$ cat config.mk
export PLATFORM = sky130hd
export DESIGN_NAME = csbu_core
export DESIGN_NICKNAME = d
export VERILOG_FILES = /design/src/common/csbu_pkg.sv /design/src/rtl/csbu_cmp_flags.sv /design/src/rtl/csbu_core.sv
export SDC_FILE = /design/constraint.sdc
export NUM_CORES = 1
export LEC_CHECK = 0
export BUFFER_PORTS_ARGS = -buffer_cell sky130_fd_sc_hd__buf_2
export CAP_MARGIN = 20
export CORE_MARGIN = 2
export CORE_UTILIZATION = 50
export CTS_CLUSTER_DIAMETER = 100
export DETAILED_ROUTE_END_ITERATION = 8
export PLACE_DENSITY = 0.81
export SLEW_MARGIN = 20
export SYNTH_ARGS = -nofsm -noshare
export SYNTH_HDL_FRONTEND = slang
export SYNTH_SLANG_ARGS = --single-unit
$ cat constraint.sdc
create_clock -name clk -period 4.7 [get_ports clk]
set_clock_uncertainty 0.05 [all_clocks]
set_input_delay 0 -clock clk [delete_from_list [all_inputs] [get_ports clk]]
set_output_delay 0 -clock clk [all_outputs]
set_load 0.01 [all_outputs]
$ cat src/common/csbu_pkg.sv
/*
  Shared constants and types of the compare, skip and branch unit.
  Assumes the core numbers status flags in the usual order, carry in bit 0.
*/
package csbu_pkg;

  localparam int DATA_W = 8;
  localparam int BIT_SEL_W = 3;
  localparam int OFFSET_W = 7;
  localparam int PC_W = 16;
  localparam int CNT_W = 2;

  // Status flag positions
  localparam logic [2:0] FLAG_C = 3'h0;
  localparam logic [2:0] FLAG_Z = 3'h1;
  localparam logic [2:0] FLAG_N = 3'h2;
  localparam logic [2:0] FLAG_V = 3'h3;
  localparam logic [2:0] FLAG_H = 3'h5;

  localparam logic [DATA_W-1:0] STATUS_RST = 8'h00;
  localparam logic [PC_W-1:0] PC_RST = 16'h0000;

  // Program counter steps
  localparam logic [1:0] STEP_NEXT = 2'h1;
  localparam logic [1:0] STEP_SKIP_ONE = 2'h2;
  localparam logic [1:0] STEP_SKIP_TWO = 2'h3;

  // Cycle counts
  localparam logic [CNT_W-1:0] CYC_ONE = 2'h1;
  localparam logic [CNT_W-1:0] CYC_TWO = 2'h2;
  localparam logic [CNT_W-1:0] CYC_THREE = 2'h3;

  typedef enum logic [3:0] {
    compare_immediate = 4'h0,
    compare_with_carry_in = 4'h1,
    skip_reg_bit_clear = 4'h2,
    skip_reg_bit_set = 4'h3,
    skip_io_bit_clear = 4'h4,
    skip_io_bit_set = 4'h5,
    branch_flag_set = 4'h6,
    branch_flag_clear = 4'h7,
    branch_equal = 4'h8,
    branch_not_equal = 4'h9,
    branch_carry_one = 4'ha,
    branch_carry_zero = 4'hb,
    branch_same_or_higher = 4'hc,
    branch_lower = 4'hd,
    branch_negative = 4'he,
    branch_positive = 4'hf
  } csbu_op_t;

  typedef enum logic [0:0] {
    CSBU_IDLE = 1'b0,
    CSBU_BUSY = 1'b1
  } csbu_state_t;

endpackage

$ cat src/rtl/csbu_cmp_flags.sv
/*
  Flag arithmetic of the two compares: subtracts without keeping the result.
  Assumes operands are stable in the cycle the caller samples the flags.
*/
`timescale 1ns/10ps
module csbu_cmp_flags
  import csbu_pkg::*;
#(
  parameter int W = DATA_W
) (
  // Operands
  input wire logic [W-1:0] lhs,
  input wire logic [W-1:0] rhs,
  input wire logic with_carry,
  input wire logic carry_in,
  input wire logic zero_in,
  // Flags
  output logic half_borrow,
  output logic overflow,
  output logic negative,
  output logic zero,
  output logic borrow
);

  logic [W:0] diff;
  logic [4:0] low_diff;
  logic cin;

  assign cin = with_carry & carry_in;
  assign diff = {1'b0, lhs} - {1'b0, rhs} - {{W{1'b0}}, cin};
  assign low_diff = {1'b0, lhs[3:0]} - {1'b0, rhs[3:0]} - {4'h0, cin};

  assign borrow = diff[W];
  assign half_borrow = low_diff[4];
  assign negative = diff[W-1];
  assign overflow = (lhs[W-1] & ~rhs[W-1] & ~diff[W-1]) |
                    (~lhs[W-1] & rhs[W-1] & diff[W-1]);
  // With carry in, a zero result only keeps an earlier zero
  assign zero = (diff[W-1:0] == {W{1'b0}}) & (~with_carry | zero_in);

endmodule

$ cat src/rtl/csbu_core.sv
/*
  Execution of compares, conditional skips and relative branches.
  Assumes the core presents one instruction with its operands for one cycle on
  cmd_valid while ready, and holds the next instruction's length beside it.
*/
`timescale 1ns/10ps
module csbu_core
  import csbu_pkg::*;
#(
  parameter int PCW = PC_W
) (
  // Clock and reset
  input wire logic clk,
  input wire logic rst_n,
  input wire logic ce,
  // Instruction
  input wire logic cmd_valid,
  input wire csbu_pkg::csbu_op_t cmd_op,
  input wire logic [csbu_pkg::DATA_W-1:0] reg_a,
  input wire logic [csbu_pkg::DATA_W-1:0] reg_b,
  input wire logic [csbu_pkg::DATA_W-1:0] imm,
  input wire logic [csbu_pkg::DATA_W-1:0] io_value,
  input wire logic [csbu_pkg::BIT_SEL_W-1:0] bit_sel,
  input wire logic [csbu_pkg::OFFSET_W-1:0] offset,
  input wire logic next_two_words,
  // Program counter and status in
  input wire logic [PCW-1:0] pc_in,
  input wire logic [csbu_pkg::DATA_W-1:0] status_in,
  // Results
  output logic ready_ff,
  output logic done_ff,
  output logic pc_load_ff,
  output logic [PCW-1:0] pc_next_ff,
  output logic flags_we_ff,
  output logic [csbu_pkg::DATA_W-1:0] status_ff
);
  import csbu_pkg::*;

  // Branch flag index and the level that takes the branch
  function automatic logic [3:0] branch_cond(input csbu_op_t op,
                                             input logic [2:0] sel);
    logic [3:0] r;
    r = {1'b1, sel};
    case (op)
      branch_flag_set: r = {1'b1, sel};
      branch_flag_clear: r = {1'b0, sel};
      branch_equal: r = {1'b1, FLAG_Z};
      branch_not_equal: r = {1'b0, FLAG_Z};
      branch_carry_one: r = {1'b1, FLAG_C};
      branch_lower: r = {1'b1, FLAG_C};
      branch_carry_zero: r = {1'b0, FLAG_C};
      branch_same_or_higher: r = {1'b0, FLAG_C};
      branch_negative: r = {1'b1, FLAG_N};
      branch_positive: r = {1'b0, FLAG_N};
      default: r = {1'b1, sel};
    endcase
    return r;
  endfunction

  function automatic logic is_branch(input csbu_op_t op);
    return op >= branch_flag_set;
  endfunction

  function automatic logic is_compare(input csbu_op_t op);
    return (op == compare_immediate) || (op == compare_with_carry_in);
  endfunction

  function automatic logic [PCW-1:0] step(input logic [1:0] s);
    return {{(PCW-2){1'b0}}, s};
  endfunction

  csbu_state_t state_ff;
  csbu_state_t nxt_state;
  logic [CNT_W-1:0] cnt_ff;
  logic accept;
  logic [CNT_W-1:0] nxt_cycles;
  logic [PCW-1:0] nxt_pc;
  logic nxt_load;
  logic tested_bit;
  logic skip_take;
  logic branch_take;
  logic [3:0] cond;
  logic is_skip;
  logic [DATA_W-1:0] cmp_rhs;
  logic f_h;
  logic f_v;
  logic f_n;
  logic f_z;
  logic f_c;
  logic [DATA_W-1:0] nxt_status;
  logic [PCW-1:0] branch_target;

  assign accept = ce & cmd_valid & (state_ff == CSBU_IDLE);

  assign cmp_rhs = (cmd_op == compare_with_carry_in) ? reg_b : imm;

  csbu_cmp_flags #(
    .W(DATA_W)
  ) u_flags (
    .lhs(reg_a),
    .rhs(cmp_rhs),
    .with_carry(cmd_op == compare_with_carry_in),
    .carry_in(status_in[FLAG_C]),
    .zero_in(status_in[FLAG_Z]),
    .half_borrow(f_h),
    .overflow(f_v),
    .negative(f_n),
    .zero(f_z),
    .borrow(f_c)
  );

  // Only the five compare flags change; the rest pass through
  always_comb begin
    nxt_status = status_in;
    nxt_status[FLAG_H] = f_h;
    nxt_status[FLAG_V] = f_v;
    nxt_status[FLAG_N] = f_n;
    nxt_status[FLAG_Z] = f_z;
    nxt_status[FLAG_C] = f_c;
  end

  // Skip decision
  always_comb begin
    tested_bit = 1'b0;
    skip_take = 1'b0;
    is_skip = 1'b0;
    case (cmd_op)
      skip_reg_bit_clear: begin
        is_skip = 1'b1;
        tested_bit = reg_b[bit_sel];
        skip_take = ~tested_bit;
      end
      skip_reg_bit_set: begin
        is_skip = 1'b1;
        tested_bit = reg_b[bit_sel];
        skip_take = tested_bit;
      end
      skip_io_bit_clear: begin
        is_skip = 1'b1;
        tested_bit = io_value[bit_sel];
        skip_take = ~tested_bit;
      end
      skip_io_bit_set: begin
        is_skip = 1'b1;
        tested_bit = io_value[bit_sel];
        skip_take = tested_bit;
      end
      default: begin
        is_skip = 1'b0;
        tested_bit = 1'b0;
        skip_take = 1'b0;
      end
    endcase
  end

  assign cond = branch_cond(cmd_op, bit_sel);
  assign branch_take = is_branch(cmd_op) & (status_in[cond[2:0]] == cond[3]);

  // Signed offset, then one more word
  assign branch_target = pc_in +
                         {{(PCW-OFFSET_W){offset[OFFSET_W-1]}}, offset} +
                         step(STEP_NEXT);

  // Target and length of the instruction
  always_comb begin
    nxt_pc = pc_in + step(STEP_NEXT);
    nxt_load = 1'b0;
    nxt_cycles = CYC_ONE;
    if (is_skip && skip_take) begin
      nxt_load = 1'b1;
      if (next_two_words) begin
        nxt_pc = pc_in + step(STEP_SKIP_TWO);
        nxt_cycles = CYC_THREE;
      end else begin
        nxt_pc = pc_in + step(STEP_SKIP_ONE);
        nxt_cycles = CYC_TWO;
      end
    end else if (branch_take) begin
      nxt_load = 1'b1;
      nxt_pc = branch_target;
      nxt_cycles = CYC_TWO;
    end
  end

  // Sequencer
  always_comb begin
    nxt_state = state_ff;
    case (state_ff)
      CSBU_IDLE: begin
        if (accept && (nxt_cycles != CYC_ONE)) begin
          nxt_state = CSBU_BUSY;
        end
      end
      CSBU_BUSY: begin
        if (cnt_ff == CYC_ONE) begin
          nxt_state = CSBU_IDLE;
        end
      end
      default: nxt_state = CSBU_IDLE;
    endcase
  end

  always_ff @(posedge clk) begin
    if (!rst_n) begin
      state_ff <= CSBU_IDLE;
    end else if (ce) begin
      state_ff <= nxt_state;
    end
  end

  // Cycles still owed after the first
  always_ff @(posedge clk) begin
    if (!rst_n) begin
      cnt_ff <= '0;
    end else if (ce) begin
      if (accept) begin
        cnt_ff <= nxt_cycles - CYC_ONE;
      end else if (state_ff == CSBU_BUSY) begin
        cnt_ff <= cnt_ff - CYC_ONE;
      end
    end
  end

  always_ff @(posedge clk) begin
    if (!rst_n) begin
      ready_ff <= 1'b1;
    end else if (ce) begin
      ready_ff <= (nxt_state == CSBU_IDLE);
    end
  end

  always_ff @(posedge clk) begin
    if (!rst_n) begin
      done_ff <= 1'b0;
    end else if (ce) begin
      done_ff <= (accept && (nxt_cycles == CYC_ONE)) ||
                 ((state_ff == CSBU_BUSY) && (cnt_ff == CYC_ONE));
    end
  end

  // Program counter result held until the next instruction
  always_ff @(posedge clk) begin
    if (!rst_n) begin
      pc_next_ff <= PC_RST;
      pc_load_ff <= 1'b0;
    end else if (ce && accept) begin
      pc_next_ff <= nxt_pc;
      pc_load_ff <= nxt_load;
    end
  end

  // Skips and branches never write flags
  always_ff @(posedge clk) begin
    if (!rst_n) begin
      status_ff <= STATUS_RST;
      flags_we_ff <= 1'b0;
    end else if (ce) begin
      flags_we_ff <= accept & is_compare(cmd_op);
      if (accept) begin
        status_ff <= is_compare(cmd_op) ? nxt_status : status_in;
      end
    end
  end

endmodule

==> out/qor.yml <==
drc: 0
routed_wl_um: 10400
first_iter_violations: 219
fin_util_pct: 61.1
drv_slew: 0
irDropWorstVdd_uv: 112
area_growth_pct: 17.3
cts_buffers: 5
drtAntennaViolNets: 0
hold_path_class: "input pin to flip-flop"
max_freq_ghz: 0.286
row_count: 31
grtUsageTotal_pct: 24.5
io_buffers: 102
start_util_pct: 52.0
root_buffer: "clkbuf_8"
num_vias: 3938
grt_pass1_wl_um: 17200
drive_above_1_share_pct: 24.2
ios: 103
ys.flop_type: "dfxtp_1"
holdWs_ns: 0.00797
syn_nets: 601
drt_pass1_iterations: 5
vias_per_cell: 5.82
postCtsSetupRepairBufs: 0
ys_async_sr_fraction_pct: 0
yosys-top-cells-area: "dfxtp_1 16%, ha_1 12%, xnor2_1 5.5%"
cts.clk_slew.worst_paths_ns: 0.07
p_per_area_nw_per_um2: 218
syn_area_um2: 3790
final_area_um2: 4450
cp_data_required_time_ns: 4.85
synthCells: 487
routabilityCongestion: 0.908
slew_headroom_pct: 41.6
dieArea_um2: 8300
die_x_um: 91.1
grt_max_degree: 24
p_leak_uw: 0.00209
core_um2: 7290
status: "complete, no violations"
clock_path_buffers: 2
nFillCells: 673
end_kind: "flip-flop"
postCtsResizedCells: 0
grt_pass1_vias: 3862
setup_violations: 0
cap_violations: 0
ys_ff_latch: 31
fin_crit_ns: 3.50
tightest_slew_ns: 0.874
critical_path.startpoint_type: "input pin"
fin_nets: 691
synth_top_area_share_pct: 16.4
antenna_found_initial: 0
criticalPathCategory: "input pin to flip-flop"
setup_slack_ns: 1.20
yosys_warnings: 0
cts_tree: "done"
critPathMaxFanout: 9
routedWlPerCell_um: 15.3
final-hold-violation-count: 0
tns_ns: 0
place_ws_ns: 0.900
htreeDepth: 2
synthDistinctLibCells: 75
antenna_cells: 0
syn_avg_cell_area_um2: 7.79
synth_edf_count: 0
dpl_cell_area_um2: 4300
hpwl_um: 8050
clk_latency_ns: 0.29
yosysSeqAreaShare_pct: 16.4
fin_crit_sh_pct: 74.4
grt_setup_unrepaired: "false"
clock-sinks: 31
synth_top_cell_by_area: "dfxtp_1"
die_y_um: 91.1
ctsHoldBuffers: 5
grt_overflow: 0
worstPathArrival_ns: 3.64
state kept, by name, indices dropped and copies added, names as in the netlist:
| signal | flops |
|---|---|
| ready_ff | 1 |
| done_ff | 1 |
| pc_load_ff | 1 |
| state_ff | 1 |
| status_ff | 8 |
| pc_next_ff | 16 |
| cnt_ff | 2 |
| flags_we_ff | 1 |
worst max-delay path, cell delays in order:
cell	delay, ns
buf_2	0.15
nor3_1	0.18
buf_4	0.20
and2_1	0.35
mux2_2	0.40
fa_1	0.44
inv_1	0.08
ha_1	0.23
nand2_1	0.09
a21boi_1	0.08
o21a_1	0.17
o21ai_1	0.11
nand2b_1	0.06
a21oi_1	0.17
xnor2_1	0.13
or4_1	0.53
a311oi_1	0.26
where the power goes:
part	total, uW	switching (uW)	internal (uW)
sequential	294	12.0	282
combinational	437	247	191
clock	240	107	133
total	972	366	606
synth_stat cells, drive strengths merged, types with 13 or more instances:
master  count
a21oi      32
clkbuf     15
dfxtp      31
ha         36
inv        41
mux2i      17
nand2      48
nand3      24
nor2       25
o21ai      34
xnor2      24
xor2       13
worst paths after layout:
path | slack, ns | start | endpoint | cells past startpoint
worst max register to register | 2.26 | state_ff$_SDFFE_PN0P_ | status_ff[3]$_SDFFE_PN0P_ | 4
worst max-delay path | 1.20 | cmd_op[2] | status_ff[1]$_SDFFE_PN0P_ | 17
worst min register to register | 0.40 | status_ff[6]$_SDFFE_PN0P_ | status_ff[6]$_SDFFE_PN0P_ | 2
worst min-delay path | 0.008 | pc_in[0] | pc_next_ff[0]$_SDFFE_PN0P_ | 3
final cells by class:
cell class,count,area [um^2],area share (%)
Clock buffer,7,96.3,2.16
Clock inverter,1,7.51,0.169
Inverter,41,154,3.46
Multi-Input combinational cell,390,2880,64.7
Sequential cell,31,621,13.9
Tap cell,99,124,2.78
Timing Repair Buffer,108,568,12.8
metrics by stage:
step                std cells  total power, uW
floorplan                 487              609
global placement          664              713
detailed placement        664              727
CTS                       677              972
global route              677             1040
finish                    677              972
logic make-up (layout without fill, tap and decap cells):
logic type	count (synthesis)	in the layout	share of synthesized area (%)
flops	31	31	16.4
simple gates	154	154	21.0
xor+xnor	37	37	8.54
mux	28	28	8.94
compound gates	132	132	24.0
buf+inv	66	157	7.68
fa+ha+maj	39	39	13.5
cells in the final DEF (no fill, tap or decap), types with 9 or more instances in the layout:
| master | synthesis | routed |
|---|---|---|
| buf_2 | 2 | 102 |
| nand2_1 | 46 | 46 |
| inv_1 | 39 | 39 |
| ha_1 | 36 | 36 |
| a21oi_1 | 31 | 31 |
| dfxtp_1 | 31 | 31 |
| nor2_1 | 25 | 25 |
| xnor2_1 | 24 | 24 |
| nand3_1 | 23 | 23 |
| o21ai_1 | 18 | 18 |
| mux2i_1 | 17 | 17 |
| o21ai_0 | 16 | 16 |
| xor2_1 | 13 | 13 |
| nor3_1 | 9 | 9 |
metal layers:
metal  track usage (%)  vias to the layer above  share of wire [%]
li1                  -                     1928                  -
met5                 0                        -                  0
met3              3.57                       16                6.1
met1              29.8                     1832                 42
met2              44.1                      162                 50
met4              8.21                        0                1.5
Note: power is estimated with default switching activity, not from simulation.
